**src/hw/field_memory_write_map.svh**
```systemverilog
/*
 Constants for the field memory write port.
 Assumes inclusion by the package, the design module or the properties module.
*/
`ifndef FIELD_MEMORY_WRITE_MAP_SVH
`define FIELD_MEMORY_WRITE_MAP_SVH
`define FMW_ADDR_W 19
`define FMW_PTR_LOWEST 19'h7fff4
`define FMW_PTR_ZERO 19'h00000
`define FMW_ARRAY_LAST 19'h3bfff
`define FMW_BLOCK_WORDS 19'h00028
`define FMW_BLOCK_W 13
`define FMW_BLOCK_MAX 13'h17ff
`define FMW_TEST_CYCLES 1024
`define FMW_EDGE_PAT2 5'h02
`define FMW_EDGE_PAT4 5'h04
`define FMW_EDGE_SEL 5'h05
`define FMW_EDGE_LSB 5'h11
`define FMW_FLUSH_CYCLES 5'h12
`define FMW_MIN_ADV 6'h28
`define FMW_WORD_W 12
`endif

```
**src/hw/field_memory_write_pkg.sv**
```systemverilog
/*
 Types for the field memory write port.
 Assumes the map header is on the include path.
*/
`include "field_memory_write_map.svh"
package field_memory_write_pkg;
   typedef enum logic [2:0] {
      ENTRY_PATTERN,
      ENTRY_ADDRESS,
      ENTRY_FLUSH,
      ENTRY_IDLE,
      ENTRY_LOCKED
   } entry_state_t;
endpackage

```
**src/hw/field_memory_write_port.sv**
```systemverilog
/*
 Write side of a 12-bit field memory: pointer, mini cache, write mask,
 random write block access and noise-reduction bit mapping.
 Assumes the serial write clock and all write controls arrive from pins
 and are sampled by ref_clk, which runs well above the write clock.
*/
`timescale 1ns/1ns
`default_nettype none
`include "field_memory_write_map.svh"

module field_memory_write_port
   import field_memory_write_pkg::*;
#(
   parameter int WORD_W = `FMW_WORD_W,
   parameter int TEST_CYCLES = `FMW_TEST_CYCLES
) (
   input wire logic ref_clk,
   input wire logic reset,
   input wire logic clk_en,
   input wire logic serial_write_clock,
   input wire logic write_pointer_reset,
   input wire logic write_advance_enable,
   input wire logic input_commit_enable,
   input wire logic noise_reduction_enable,
   input wire logic [WORD_W-1:0] data_in,
   output logic [WORD_W-1:0] reduction_data_out,
   output logic array_write,
   output logic [`FMW_ADDR_W-1:0] array_addr,
   output logic [WORD_W-1:0] array_data,
   output logic cache_write,
   output logic [3:0] cache_addr,
   output logic [WORD_W-1:0] cache_data,
   output logic flush_pulse,
   output logic [`FMW_ADDR_W-1:0] write_pointer,
   output logic block_access_active,
   output logic block_locked,
   output logic test_mode,
   output logic short_sequence
);

   // ---------------------------------------------------------------
   // Elaboration checks
   // ---------------------------------------------------------------
   initial begin
      if (WORD_W != `FMW_WORD_W) $error("WORD_W must be 12");
      if (TEST_CYCLES < 2) $error("TEST_CYCLES too small");
      if (TEST_CYCLES > 2048) $error("TEST_CYCLES exceeds counter");
   end

   // ---------------------------------------------------------------
   // Pin synchronisers
   // ---------------------------------------------------------------
   localparam int PINS = 5 + `FMW_WORD_W;
   logic [PINS-1:0] sync1_q, sync2_q;
   always_ff @(posedge ref_clk or posedge reset) begin
      if (reset) begin
         sync1_q <= '0;
         sync2_q <= '0;
      end else if (clk_en) begin
         sync1_q <= {serial_write_clock, write_pointer_reset,
                     write_advance_enable, input_commit_enable,
                     noise_reduction_enable, data_in};
         sync2_q <= sync1_q;
      end
   end
   logic serial_write_clock_s, rst_s, adv_s, com_s, nr_s;
   logic [WORD_W-1:0] din_s;
   assign {serial_write_clock_s, rst_s, adv_s, com_s, nr_s, din_s} = sync2_q;

   // ---------------------------------------------------------------
   // Write clock edge and reset edge detection
   // ---------------------------------------------------------------
   logic serial_write_clock_prev_q, rst_prev_q, reset_pend_q;
   wire edge_w = serial_write_clock_s & ~serial_write_clock_prev_q;
   wire rst_rise = rst_s & ~rst_prev_q;
   always_ff @(posedge ref_clk or posedge reset) begin
      if (reset) begin
         serial_write_clock_prev_q <= 1'b0;
         rst_prev_q <= 1'b0;
      end else if (clk_en) begin
         serial_write_clock_prev_q <= serial_write_clock_s;
         rst_prev_q <= rst_s;
      end
   end

   // Reset rise pends until next write clock edge, even if asynchronous
   always_ff @(posedge ref_clk or posedge reset) begin
      if (reset) begin
         reset_pend_q <= 1'b0;
      end else if (clk_en) begin
         if (rst_rise && !edge_w) begin
            reset_pend_q <= 1'b1;
         end else if (edge_w) begin
            reset_pend_q <= 1'b0;
         end
      end
   end
   wire do_reset = edge_w & (reset_pend_q | rst_rise);

   // ---------------------------------------------------------------
   // Noise reduction bit mapping
   // ---------------------------------------------------------------
   logic [WORD_W-1:0] mapped;
   genvar gi;
   generate
      for (gi = 0; gi < WORD_W; gi++) begin : g_map
         // Luma and chroma already sit at mirrored pin positions
         assign mapped[gi] = din_s[gi];
      end
   endgenerate
   always_ff @(posedge ref_clk or posedge reset) begin
      if (reset) begin
         reduction_data_out <= '0;
      end else if (clk_en && edge_w && nr_s) begin
         reduction_data_out <= mapped;
      end
   end

   // ---------------------------------------------------------------
   // Block access entry sequencer
   // ---------------------------------------------------------------
   entry_state_t state_q;
   logic [4:0] edge_cnt_q;
   logic on_commit_q;
   logic [`FMW_BLOCK_W-1:0] block_q;
   wire addr_bit = on_commit_q ? com_s : din_s[0];
   wire pat_ok = (edge_cnt_q < `FMW_EDGE_PAT2) ? (adv_s & ~com_s) :
                 (~adv_s & com_s);
   logic load_block;
   always_comb begin
      load_block = 1'b0;
      if (state_q == ENTRY_FLUSH && edge_w &&
          edge_cnt_q == `FMW_FLUSH_CYCLES - 5'h01) begin
         load_block = 1'b1;
      end
   end

   always_ff @(posedge ref_clk or posedge reset) begin
      if (reset) begin
         state_q <= ENTRY_IDLE;
         edge_cnt_q <= 5'h00;
         on_commit_q <= 1'b0;
         block_q <= '0;
      end else if (clk_en && do_reset) begin
         state_q <= nr_s ? ENTRY_IDLE : ENTRY_PATTERN;
         edge_cnt_q <= 5'h00;
         on_commit_q <= 1'b0;
         block_q <= '0;
      end else if (clk_en && edge_w) begin
         unique case (state_q)
            ENTRY_PATTERN: begin
               if (!pat_ok) begin
                  state_q <= ENTRY_IDLE;
               end else begin
                  edge_cnt_q <= edge_cnt_q + 5'h01;
                  if (edge_cnt_q == `FMW_EDGE_PAT4 - 5'h01) begin
                     state_q <= ENTRY_ADDRESS;
                  end
               end
            end
            ENTRY_ADDRESS: begin
               if (edge_cnt_q == `FMW_EDGE_SEL - 5'h01) begin
                  on_commit_q <= adv_s;
                  block_q <= {block_q[`FMW_BLOCK_W-2:0],
                              adv_s ? com_s : din_s[0]};
               end else begin
                  block_q <= {block_q[`FMW_BLOCK_W-2:0], addr_bit};
               end
               if (edge_cnt_q == `FMW_EDGE_LSB - 5'h01) begin
                  state_q <= ENTRY_FLUSH;
                  edge_cnt_q <= 5'h00;
               end else begin
                  edge_cnt_q <= edge_cnt_q + 5'h01;
               end
            end
            ENTRY_FLUSH: begin
               edge_cnt_q <= edge_cnt_q + 5'h01;
               if (load_block) begin
                  state_q <= (block_q > `FMW_BLOCK_MAX) ? ENTRY_LOCKED :
                             ENTRY_IDLE;
               end
            end
            ENTRY_IDLE: begin
            end
            ENTRY_LOCKED: begin
            end
         endcase
      end
   end
   assign block_access_active = (state_q == ENTRY_ADDRESS) ||
                                (state_q == ENTRY_FLUSH);
   assign block_locked = (state_q == ENTRY_LOCKED);
   wire flushing = (state_q == ENTRY_FLUSH);
   wire locked = block_locked;

   // ---------------------------------------------------------------
   // Write pointer
   // ---------------------------------------------------------------
   logic [`FMW_ADDR_W-1:0] ptr_q;
   wire [`FMW_ADDR_W-1:0] block_start =
      `FMW_ADDR_W'(block_q) * `FMW_BLOCK_WORDS;
   always_ff @(posedge ref_clk or posedge reset) begin
      if (reset) begin
         ptr_q <= `FMW_PTR_LOWEST;
      end else if (clk_en && do_reset) begin
         ptr_q <= `FMW_PTR_LOWEST;
      end else if (clk_en && load_block) begin
         ptr_q <= block_start;
      end else if (clk_en && edge_w && adv_s && !flushing && !locked) begin
         if (ptr_q == `FMW_ARRAY_LAST) begin
            ptr_q <= `FMW_PTR_ZERO;
         end else begin
            ptr_q <= ptr_q + `FMW_ADDR_W'(1);
         end
      end
   end
   assign write_pointer = ptr_q;

   // ---------------------------------------------------------------
   // Data latch and commit (enables from previous edge)
   // ---------------------------------------------------------------
   logic adv_prev_q, com_prev_q;
   logic [`FMW_ADDR_W-1:0] ptr_prev_q;
   always_ff @(posedge ref_clk or posedge reset) begin
      if (reset) begin
         adv_prev_q <= 1'b0;
         com_prev_q <= 1'b0;
         ptr_prev_q <= `FMW_PTR_LOWEST;
      end else if (clk_en && edge_w) begin
         adv_prev_q <= adv_s;
         com_prev_q <= com_s;
         ptr_prev_q <= ptr_q;
      end
   end
   wire store = edge_w & adv_prev_q & com_prev_q & ~locked;
   wire in_cache = ptr_prev_q[`FMW_ADDR_W-1];
   always_ff @(posedge ref_clk or posedge reset) begin
      if (reset) begin
         array_write <= 1'b0;
         array_addr <= '0;
         array_data <= '0;
      end else if (clk_en) begin
         // Noise reduction off: plain path, else mapped path
         array_write <= store & ~in_cache;
         if (store & ~in_cache) begin
            array_addr <= ptr_prev_q;
            array_data <= nr_s ? mapped : din_s;
         end
      end
   end
   always_ff @(posedge ref_clk or posedge reset) begin
      if (reset) begin
         cache_write <= 1'b0;
         cache_addr <= 4'h0;
         cache_data <= '0;
      end else if (clk_en) begin
         cache_write <= store & in_cache;
         if (store & in_cache) begin
            cache_addr <= 4'(ptr_prev_q - `FMW_PTR_LOWEST);
            cache_data <= nr_s ? mapped : din_s;
         end
      end
   end

   // ---------------------------------------------------------------
   // Flush strobe, test mode and sequence length monitor
   // ---------------------------------------------------------------
   logic [10:0] test_cnt_q;
   logic [5:0] adv_cnt_q;
   always_ff @(posedge ref_clk or posedge reset) begin
      if (reset) begin
         flush_pulse <= 1'b0;
      end else if (clk_en) begin
         flush_pulse <= do_reset | load_block;
      end
   end

   // ---------------------------------------------------------------
   // Test mode entry
   // ---------------------------------------------------------------
   always_ff @(posedge ref_clk or posedge reset) begin
      if (reset) begin
         test_cnt_q <= 11'h000;
         test_mode <= 1'b0;
      end else if (clk_en && edge_w) begin
         if (rst_s && adv_s) begin
            if (32'(test_cnt_q) >= TEST_CYCLES - 1) begin
               test_mode <= 1'b1;
            end else begin
               test_cnt_q <= test_cnt_q + 11'h001;
            end
         end else begin
            test_cnt_q <= 11'h000;
         end
      end
   end

   // ---------------------------------------------------------------
   // Sequence length monitor
   // ---------------------------------------------------------------
   always_ff @(posedge ref_clk or posedge reset) begin
      if (reset) begin
         adv_cnt_q <= 6'h00;
         short_sequence <= 1'b0;
      end else if (clk_en && edge_w) begin
         if (do_reset) begin
            short_sequence <= (adv_cnt_q < `FMW_MIN_ADV);
            adv_cnt_q <= 6'h00;
         end else if (adv_s && adv_cnt_q < `FMW_MIN_ADV) begin
            adv_cnt_q <= adv_cnt_q + 6'h01;
         end
      end
   end

endmodule // field_memory_write_port
`default_nettype wire

```
**config.mk**
```make
export PLATFORM = sky130hd
export DESIGN_NAME = field_memory_write_port
export DESIGN_NICKNAME = d
export VERILOG_FILES = /design/src/hw/field_memory_write_pkg.sv /design/src/hw/field_memory_write_port.sv
export VERILOG_INCLUDE_DIRS = /design/src /design/src/hw
export SDC_FILE = /design/constraint.sdc
export NUM_CORES = 1
export LEC_CHECK = 0
export BUFFER_PORTS_ARGS = -buffer_cell sky130_fd_sc_hd__buf_2
export CELL_PAD_IN_SITES_DETAIL_PLACEMENT = 1
export CELL_PAD_IN_SITES_GLOBAL_PLACEMENT = 2
export CORE_UTILIZATION = 34
export CTS_CLUSTER_SIZE = 16
export DETAILED_ROUTE_END_ITERATION = 10
export PLACE_DENSITY = 0.73
export SLEW_MARGIN = 20
export SYNTH_ARGS = -nofsm -noshare
export SYNTH_HDL_FRONTEND = slang
export SYNTH_SLANG_ARGS = --single-unit
```
**constraint.sdc**
```tcl
create_clock -name ref_clk -period 4.9 [get_ports ref_clk]
set_clock_uncertainty 0.05 [all_clocks]
set_input_delay 0.245 -clock ref_clk [delete_from_list [all_inputs] [get_ports ref_clk]]
set_output_delay 0.245 -clock ref_clk [all_outputs]
set_load 0.05 [all_outputs]
```
# == After elaboration in Yosys (flattened, before gate mapping) ==
# Index checks and enable logic that the tools add are counted.
# op_classes
addsub,5
n_mul,1
order_cmp,4
n_eq_ne,13
mux,36
bitwise,18
n_reduce_logical,35
# ops
op,count
19-bit 2-to-1 mux,4
13-bit 2-to-1 mux,3
11-bit 2-to-1 mux,2
3-bit 2-to-1 mux,7
5-bit 2-to-1 mux,4
19-bit by 1-bit adder with 19-bit output (second input constant),1
19-bit by 18-bit == test with 1-bit output (second input constant),1
13-bit by 3-bit multiplier with 16-bit output (second input constant),1
5-bit one-hot mux with 3 select lines,1
2-bit AND reduction,7
13-bit greater-than comparator (second input constant),1
1-bit logical AND,12
6-bit 2-to-1 mux,2
11-bit by 1-bit adder with 11-bit output (second input constant),1
11-bit by 10-bit >= comparator with 1-bit output (second input constant),1
1-bit 2-to-1 mux,11
1-bit AND,10
5-bit == test (second input constant),2
2-bit nonzero test,5
3-bit one-hot mux with 3 select lines,1
3-bit AND reduction,3
6-bit by 1-bit adder with 6-bit output (second input constant),1
6-bit < comparator (second input constant),1
3-bit != test (second input constant),2
20 further kinds,28
# totals
register_bits,180
input_bits,20
output_inout_bits,85
word_cells,137

# == Depth between registers and ports, before layout ==
# Gate-level depths: netlist of the first run.
# depth
word_depth,9
depth_mapped,10
ltp_nobuf,9

# == Worst setup path after synthesis of the first run ==
# OpenSTA, ideal clock, no wires.
# synth_path
path_type,reg2reg
startpoint,reg block_q[1]
endpoint,reg ptr_q[14] (netlist: write_pointer[14])
setup_time_ns,0.078
arrival_ns,2.422
required_ns,4.772
setup_slack_ns,2.350
stages_incl_launch_ff,10
n_path_buf,0
synth_period_minus_slack_ns,2.550
path_cell_list,dfrtp_1 > ha_1 > ha_1 > fa_1 > a21o_1 > a211o_1 > o21bai_1 > xor2_1 > o221ai_1 > and3_1
# synth_between
elab_chain_cells,3
# synth_rtl
element,line_no,source
from (decl),field_memory_write_port.sv:125,logic [`FMW_BLOCK_W-1:0] block_q;
from (signal assigned),field_memory_write_port.sv:164,"block_q <= {block_q[`FMW_BLOCK_W-2:0],"
from (signal assigned),field_memory_write_port.sv:167,"block_q <= {block_q[`FMW_BLOCK_W-2:0], addr_bit};"
13-bit by 3-bit multiplier with 16-bit output (no source line),--,
19-bit 2-to-1 mux,field_memory_write_port.sv:207,end else if (clk_en && load_block) begin
19-bit 2-to-1 mux,field_memory_write_port.sv:205,end else if (clk_en && do_reset) begin
to (signal assigned),field_memory_write_port.sv:204,ptr_q <= `FMW_PTR_LOWEST;
to (signal assigned),field_memory_write_port.sv:206,ptr_q <= `FMW_PTR_LOWEST;
to (signal assigned),field_memory_write_port.sv:208,ptr_q <= block_start;
to (decl),field_memory_write_port.sv:199,logic [`FMW_ADDR_W-1:0] ptr_q;
# No other way between the ends.
# A chain may end at the register's enable or synchronous reset.

# == Worst setup path in the final report of the first run ==
# layout_path
startpoint,reg edge_cnt_q[1]
endpoint,reg ptr_q[11] (netlist: write_pointer[11])
# layout_between
elab_chain_cells,6
elab_cells_between_ends,7
classes_between,eq/ne: 1; mux: 3; reduce/logical: 3
# layout_rtl
element,line_no,source
from (decl),field_memory_write_port.sv:123,logic [4:0] edge_cnt_q;
from (signal assigned),field_memory_write_port.sv:155,edge_cnt_q <= edge_cnt_q + 5'h01;
from (signal assigned),field_memory_write_port.sv:173,edge_cnt_q <= edge_cnt_q + 5'h01;
from (signal assigned),field_memory_write_port.sv:177,edge_cnt_q <= edge_cnt_q + 5'h01;
5-bit == test (*),field_memory_write_port.sv:133,edge_cnt_q == `FMW_FLUSH_CYCLES - 5'h01) begin
1-bit logical AND (*),field_memory_write_port.sv:132,if (state_q == ENTRY_FLUSH && edge_w &&
1-bit 2-to-1 mux (*),field_memory_write_port.sv:132,
1-bit logical AND (*),field_memory_write_port.sv:207,
19-bit 2-to-1 mux,field_memory_write_port.sv:207,
19-bit 2-to-1 mux,field_memory_write_port.sv:205,
# Every way passes the cells marked *; elsewhere a longest branch is shown, timed or not.

==> impl_summary.txt, run 1 <==
----------------------------------------------------
[STA]
  Count of final setup violators ... 0
  Slew @ Worst Pin ... ~1.1 ns
  Slew Limit Fails ... 0
  Number of failing hold endpoints at the final stage ... 1
  Setup tns final ... 0 ns
  Share of the clock period used by the worst path ... roughly 61%
  Worst slew margin relative to its limit ... 26.3%
  Hold slack final ... -0.000856 ns
  Minimum clock period ... 2.97 ns
  Timing-limited maximum frequency ... 336 MHz
  RSZ-0062 raised after global routing ... no

[Clocking]
  Number of sinks driven by the clock tree ... 180
  Depth of the CTS H-tree ... 4
  Setup Buffers After CTS ... 0
  Cts bufs inserted ... 17
  CTS resizes ... 0
  Clock network latency to the later pin of the worst-skew pair ... 0.44 ns
  TritonCTS clock tree ... yes
  Clk pin slew, worst setup/hold paths ... 0.08 ns
  Cts hold-fix bufs ... 14
  Clock root buffer master ... sky130_fd_sc_hd__clkbuf_16
  Maximum root-to-sink buffer count ... 2

[Die]
  Core box area ... 0.0245 sq mm
  Die width ... roughly 160 microns
  Die Y ... roughly 160 microns
  Floorplan row count ... 57
  Die area ... 0.0258 sq mm
  Top-level port count ... approximately 110
  Initial standard-cell utilization of the core ... 34.9%

[Worst setup path]
  Maximum net fanout on the critical path ... 19
  Total buffers and inverters traversed by the critical path ... 1
  Launch instance of the worst register-to-register path ... edge_cnt_q[1]
  Worst setup slack for register-to-register paths ... 1.93 ns
  Cell type of the slowest stage on the worst timing path ... sky130_fd_sc_hd__a21oi_1
  R2R cell count ... 8
  Largest incremental delay on the critical path ... 0.95 ns
  Required time of the critical path ... 5.20 ns
  Delay-heaviest family, CP ... compound AO/OA/AOI/OAI gates
  R2R Path End ... write_pointer[11]
  Data arrival at the endpoint of the critical path ... 3.27 ns
  Cell breakdown of the critical path ... inv_1, ha_1, and3b_1, and4_1, a21oi_1, a21boi_1, a211oi_1, nor3_1
  Critical path class ... register to register
  Critical path launch point type ... register
  Nature of the critical path endpoint ... register

[Placed design]
  Placement-stage cell area ... 0.00939 sq mm
  Routability Congestion ... approximately 0.77
  I/O Buffers ... about 100
  Hpwl dp ... 14800 microns

[Global route]
  GR Util met3 ... about 3.2%
  Via count of the first global-routing pass ... roughly 6500
  Maximum number of pins on one net before global-route repair ... roughly 180
  Aggregate global-route resource usage ... about 18%
  Fraction of met1 tracks used by global routing ... 25.3%
  Overflow left after global routing ... 0
  Wire length of the first global-routing pass ... 36200 microns
  Most congested layer reported by global routing ... met2
  Initial antenna violation count ... 0
  Met2 usage ... around 28%

[Pwr]
  Peak supply drop ... 0.220 mV
  Power density of the placed cells ... 552 mW/mm^2
  Leak pwr ... 0.00492 uW

[Logic synthesis]
  Portion of synthesized cell area occupied by the leading cell type ... 42.7%
  Share of flip-flops with an asynchronous set or reset ... 100%
  Yosys cell types ... 68
  Netlist area before placement ... roughly 0.0085 sq mm
  Share of the yosys chip area belonging to registers ... 53.2%
  Cell count after synthesis ... 782
  Number of warnings printed during yosys synthesis ... 0
  Commonest register cell after synthesis ... sky130_fd_sc_hd__dfrtp_1
  Mapped Avg Cell Area ... 10.9 sq um
  Seq cells post-synth ... 180
  Number of flops mapped to enable cells by yosys ... 0
  Biggest area contributors in the synthesized netlist ... sky130_fd_sc_hd__dfrtp_1, sky130_fd_sc_hd__dfstp_2, sky130_fd_sc_hd__mux2_2
  Library cell occupying the most area in the post-synthesis netlist ... sky130_fd_sc_hd__dfrtp_1
  Syn_nets ... 831

[Detailed routing]
  Number of design rule violations left after detail routing ... 0
  Post-DR vias/cell ... around 5.1
  DR WL/cell ... 17.8 microns
  Total via count in the routed design ... around 6300
  Initial detailed-routing violation count ... 200
  TritonRoute pass-1 iters ... 4
  Number of nets with antenna violations after routing ... 0
  Final WL ... 21900 microns

[Final layout]
  Final cell utilization of the core ... 41.5%
  Area Overhead vs Synth ... 18.7%
  Number of inserted filler cells in the final layout ... 2726
  Share of cells above drive strength 1 ... between 20% and 30%
  Commonest non-fill, non-tap cells in the layout ... sky130_fd_sc_hd__dfrtp_1, sky130_fd_sc_hd__nand2_1, sky130_fd_sc_hd__buf_2, sky130_fd_sc_hd__mux2_2, sky130_fd_sc_hd__o21ai_0
  Most common cell after layout, fill and taps aside ... sky130_fd_sc_hd__dfrtp_1
  Number of inserted diodes ... 0
  Final Instance Area ... roughly 0.010 sq mm
  Layout net count ... around 940

[Hold path]
  Class of the tightest hold or removal check ... primary input to async pin

[Outcome]
  Status ... finished with violations
  Violations in the final reports ... hold timing

[Flow run]
  MaxCap Viol Count ... 0

----------------------------------------------------
==> worst max-delay path by stage <==
stage | from | end | slack, ns | cells after the start
finish | edge_cnt_q[1] | write_pointer[11] | 1.93 | 8
global route | edge_cnt_q[1] | write_pointer[9] | 1.69 | 8
CTS | edge_cnt_q[1] | write_pointer[11] | 1.88 | 8
detailed placement | state_q[1] | write_pointer[4] | 1.93 | 6
global placement | state_q[1] | write_pointer[9] | 2.01 | 5
floorplan | reset | adv_cnt_q[0] | 2.32 | 1
==> cell families after synthesis <==
kind of cell / synth area share (%)
AO/OA/AOI/OAI: 10.7
XOR/XNOR: 2.05
buffers and inverters: 2.37
AND/OR/NAND/NOR: 14.6
multiplexers: 12.8
adder cells (fa/ha/maj): 4.33
flip-flops: 53.2
==> worst register-to-register path: cells and delay by family (launching register included) <==
family / cells / cell delay (ns)
compound gates: 3 / 1.29
simple gates: 3 / 0.86
flops: 1 / 0.42
fa+ha+maj: 1 / 0.18
buf+inv: 1 / 0.08
==> state kept, by name, indices dropped and copies added (netlist names), 13 cells and up <==
register and count:
array_addr 19, block_q 13, ptr_prev_q 19, sync1_q 17
sync2_q 17, write_pointer 19
==> through the flow <==
step	hold slack [ns]	power (uW)	cells	setup slack (ns)
4_1_cts	0.000144	5660	1228	1.88
5_1_grt	0.00747	5910	1230	1.69
6_report	-0.000856	5600	1230	1.93
3_5_place_dp	0.399	4270	1182	1.93
3_3_place_gp	0.398	4240	1182	2.01
2_1_floorplan	0.347	3720	782	2.32
==> metal layers <==
layer,part of all wire [%],up-vias
met1,50,3168
li1,-,3003
met3,2.1,23
met5,0,-
met4,1.3,0
met2,47,78
==> power by group <==
part / internal (uW) / switching, uW
Sequential: 1950 / 358
Combinational: 557 / 1380
Clock: 689 / 671
Total: 3190 / 2400
==> Yosys cell counts (3+ instances only) <==
| library cell | n |
|---|---|
| sky130_fd_sc_hd__a21o_1 | 7 |
| sky130_fd_sc_hd__o21ai_1 | 11 |
| sky130_fd_sc_hd__and4_1 | 5 |
| sky130_fd_sc_hd__nand3_1 | 28 |
| sky130_fd_sc_hd__xnor2_1 | 10 |
| sky130_fd_sc_hd__dfrtp_1 | 146 |
| sky130_fd_sc_hd__o211ai_1 | 4 |
| sky130_fd_sc_hd__nor2_1 | 41 |
| sky130_fd_sc_hd__nand4_1 | 7 |
| sky130_fd_sc_hd__a31oi_1 | 9 |
| sky130_fd_sc_hd__o21a_1 | 7 |
| sky130_fd_sc_hd__a21oi_1 | 26 |
| sky130_fd_sc_hd__inv_1 | 14 |
| sky130_fd_sc_hd__nor4_1 | 6 |
| sky130_fd_sc_hd__dfstp_2 | 34 |
| sky130_fd_sc_hd__nor2b_1 | 5 |
| sky130_fd_sc_hd__nand2_1 | 134 |
| sky130_fd_sc_hd__a211oi_1 | 6 |
| sky130_fd_sc_hd__nor3_1 | 8 |
| sky130_fd_sc_hd__a221oi_1 | 3 |
| sky130_fd_sc_hd__or3_1 | 3 |
| sky130_fd_sc_hd__ha_1 | 28 |
| sky130_fd_sc_hd__mux2i_1 | 4 |
| sky130_fd_sc_hd__mux2_1 | 33 |
| sky130_fd_sc_hd__xor2_1 | 10 |
| sky130_fd_sc_hd__clkbuf_1 | 14 |
| sky130_fd_sc_hd__o31ai_1 | 4 |
| sky130_fd_sc_hd__mux2_2 | 59 |
| sky130_fd_sc_hd__o21ai_0 | 42 |
| sky130_fd_sc_hd__buf_2 | 15 |
| sky130_fd_sc_hd__and3_1 | 6 |
==> area by class of cell <==
type                       instances  area, sq um  share of cell area, %
multi-input combinational        555         3810                   37.5
tap                              324          405                   3.99
clock buffer                      18          429                   4.23
inverter                          14         56.3                  0.555
clock inverter                    14          158                   1.55
sequential                       180         4550                   44.8
timing repair buffer             125          748                   7.37
(Power assumes the default switching activity.)
==> run 2, diff against run 1 <==
==> constraint.sdc (replaced) <==
create_clock -name ref_clk -period 2.63 [get_ports ref_clk]
set_clock_uncertainty 0.05 [all_clocks]
set_input_delay 0.1315 -clock ref_clk [delete_from_list [all_inputs] [get_ports ref_clk]]
set_output_delay 0.1315 -clock ref_clk [all_outputs]
set_load 0.05 [all_outputs]
==> run 2 against run 1 <==
Against the previous run:
- combinational power grew 100%
- final area up 3.9%
- highest routed layer unchanged
- register-to-register slack lost 1.8 ns
- setup slack worse by 1.8 ns
- largest cell class unchanged
- first-iteration DRC count up 39%
- worst hold slack better by 0.22 ns
- the run now ends clean
- cell count increased by 3.2%
- die area unchanged
==> impl_summary.txt, run 2 (synthesized netlist as in run 1, its figures left out) <==
----------------------------------------------------
[Detailed routing]
  Total via count in the routed design ... 6387 (+1.8%)
  Number of design rule violations left after detail routing ... 0 (unchanged)
  Sum of routed wire segments on met1 ... 10800 microns (-0.69%)
  TritonRoute pass-1 iters ... 4 (unchanged)
  DR WL/cell ... 17.4 microns (-2.1%)
  DR WL met2 ... 10500 microns (+2.7%)
  Final WL ... 22100 microns (+1.0%)
  Number of nets with antenna violations after routing ... 0 (unchanged)
  Initial detailed-routing violation count ... 278 (+39%)
  Uppermost layer routed ... met4
  Post-DR vias/cell ... 5.03 (-1.3%)
  Met3 Routed Length ... 536 microns (+16%)

[Pwr]
  Gate power share ... 36.3% (+1.8 points)
  Portion of total power attributed to sequential cells ... 39.1% (-2.1 points)
  Clock Power Share ... 24.5% (+0.2 points)
  Peak supply drop ... 0.421 mV (+91%)
  Power density of the placed cells ... 1020 mW/mm^2 (+85%)
  Leak pwr ... 0.00512 uW (+4.1%)
  Internal power summed over all cells ... 6210 uW (+95%)
  Proportion of total power due to net switching ... 42.2% (-0.74 points)
  Net switching power ... 4540 uW (+89%)

[Global route]
  Overflow left after global routing ... 0 (unchanged)
  Via count of the first global-routing pass ... 6632 (+2.1%)
  Initial antenna violation count ... 0 (unchanged)
  Wire length of the first global-routing pass ... 36400 microns (+0.59%)
  Maximum number of pins on one net before global-route repair ... 88 (-51%)
  Aggregate global-route resource usage ... 17.8% (+0.15 points)

[Worst setup path]
  R2R Path End ... write_pointer[18]
  Critical path class ... register to register
  Largest incremental delay on the critical path ... 0.44 ns (-0.51 ns)
  Data arrival at the endpoint of the critical path ... 2.84 ns (-0.43 ns)
  Nature of the critical path endpoint ... register
  Maximum net fanout on the critical path ... 3 (-16)
  Most Frequent Cell on Critical Path ... sky130_fd_sc_hd__a21o_1
  R2R cell count ... 9 (+1)
  Critical path launch point type ... register
  Worst setup slack for register-to-register paths ... 0.09 ns (-1.84 ns)
  Required time of the critical path ... 2.93 ns (-2.27 ns)
  Cell type of the slowest stage on the worst timing path ... sky130_fd_sc_hd__dfrtp_2
  Cell breakdown of the critical path ... ha_1, ha_4, fa_2, a21o_1, a211o_1, a21o_1, a32oi_2, a31oi_1, o22a_1
  Launch instance of the worst register-to-register path ... block_q[2]
  Total buffers and inverters traversed by the critical path ... 0 (-1)
  Delay-heaviest family, CP ... compound AO/OA/AOI/OAI gates

[STA]
  Timing-limited maximum frequency ... 394 MHz (+17%)
  Slew @ Worst Pin ... 0.625 ns (-0.480 ns)
  Worst slew margin relative to its limit ... 57.9% (+32 points)
  Minimum clock period ... 2.54 ns (-0.432 ns)
  Setup tns final ... 0 ns (unchanged)
  Count of final setup violators ... 0 (unchanged)
  Slew Limit Fails ... 0 (unchanged)
  Share of the clock period used by the worst path ... 96.6% (+36 points)
  Hold slack final ... 0.223 ns (+0.224 ns)
  Number of failing hold endpoints at the final stage ... 0 (-1)

[Clocking]
  Depth of the CTS H-tree ... 4 (unchanged)
  Number of sinks driven by the clock tree ... 180 (unchanged)
  Clk pin slew, worst setup/hold paths ... 0.08 ns (about the same)
  Clock root buffer master ... sky130_fd_sc_hd__clkbuf_16
  Maximum root-to-sink buffer count ... 2 (unchanged)
  Clock network latency to the later pin of the worst-skew pair ... 0.43 ns (about the same)
  TritonCTS clock tree ... yes
  Cts bufs inserted ... 17 (unchanged)

[Final layout]
  Share of cells above drive strength 1 ... 31.2% (+3.7 points)
  Number of inserted diodes ... 0 (unchanged)
  Final cell utilization of the core ... 43.1% (+1.6 points)
  Most common cell after layout, fill and taps aside ... sky130_fd_sc_hd__dfrtp_1
  Area Overhead vs Synth ... 23.3%
  Layout net count ... 981 (+4.1%)
  Commonest non-fill, non-tap cells in the layout ... sky130_fd_sc_hd__dfrtp_1, sky130_fd_sc_hd__nand2_1, sky130_fd_sc_hd__buf_2, sky130_fd_sc_hd__mux2_2, sky130_fd_sc_hd__nor2_1

[Die]
  Die area ... 0.0258 sq mm (unchanged)
  Initial standard-cell utilization of the core ... 34.9% (unchanged)
  Die width ... 161 microns (unchanged)
  Core box area ... 0.0245 sq mm (unchanged)
  Top-level port count ... 105 (unchanged)
  Floorplan row count ... 57 (unchanged)
  Die Y ... 161 microns (unchanged)

[Hold path]
  Class of the tightest hold or removal check ... primary input to async pin

[Placed design]
  I/O Buffers ... 104 (unchanged)
  Routability Congestion ... 0.764 (-0.38%)
  Hpwl dp ... 15700 microns (+5.8%)

[Flow run]
  MaxCap Viol Count ... 0 (unchanged)

[Outcome]
  Status ... finished clean

----------------------------------------------------
run 2: cell count changes in the layout (fill, tap and decap cells not counted), sizes merged:
cell,change
bufinv,+1
clkinvlp,+1
buf,+36
inv,-1
clkinv,-1
dlygate4sd3,+3
run 2: layout make-up:
| class | instances | area [sq um] |
|---|---|---|
| multi-input combinational | 555 | 3880 |
| clock inverter | 14 | 183 |
| timing repair buffer | 164 | 1040 |
| fill | 2710 | 13900 |
| tap | 324 | 405 |
| inverter | 14 | 56.3 |
| clock buffer | 18 | 429 |
| sequential | 180 | 4550 |
run 2: worst register-to-register path, delay by kind of cell, from the launching register on:
kind / cells / cell delay (ns)
AOI/OAI and AO/OA: 6 / 1.21
adders and majority gates: 3 / 0.77
DFF: 1 / 0.44
run 2: worst max-delay path by stage:
stage / from / endpoint / slack [ns] / cells after the start
finish: block_q[2] / write_pointer[18] / 0.09 / 9
detailed placement: block_q[1] / write_pointer[14] / -0.01 / 9
global route: block_q[2] / write_pointer[18] / -0.01 / 9
CTS: block_q[2] / write_pointer[15] / 0.007 / 8
global placement: block_q[1] / write_pointer[14] / 0.002 / 9
floorplan: block_q[1] / write_pointer[14] / 0.08 / 9
run 2: power by group through the flow:
| stage | clock network, uW | registers (uW) | logic (uW) |
|---|---|---|---|
| floorplan | 0 | 5550 | 1380 |
| global placement | 0 | 4230 | 3760 |
| detailed placement | 0 | 4260 | 3810 |
| CTS | 2720 | 4200 | 3850 |
| global route | 2830 | 4330 | 4200 |
| finish | 2640 | 4210 | 3910 |
run 2: metal layers:
| layer | track usage (%) | vias up |
|---|---|---|
| li1 | - | 3078 |
| met1 | 24.8 | 3220 |
| met2 | 28.3 | 70 |
| met3 | 3.41 | 19 |
| met4 | 4.94 | 0 |
| met5 | 0 | - |
run 2: through the flow:
step,area [sq um],total power (uW),worst slack [ns],cells
CTS,10500,10800,0.00698,1267
floorplan,8550,6930,0.0804,782
detailed placement,9660,8070,-0.0139,1217
global placement,9660,7990,0.00210,1217
finish,10500,10800,0.0890,1269
global route,10500,11400,-0.0144,1269
run 2: timing repair:
action / 4_1_cts / 5_1_grt
setup endpoints to repair: 2 / 5
endpoints found under the hold margin: 34 / 0
setup buffers: 0 / 2
pin swaps: 3 / 7
cloned: 0 / 0
hold buffers: 18 / 0
resized for setup: 1 / 13
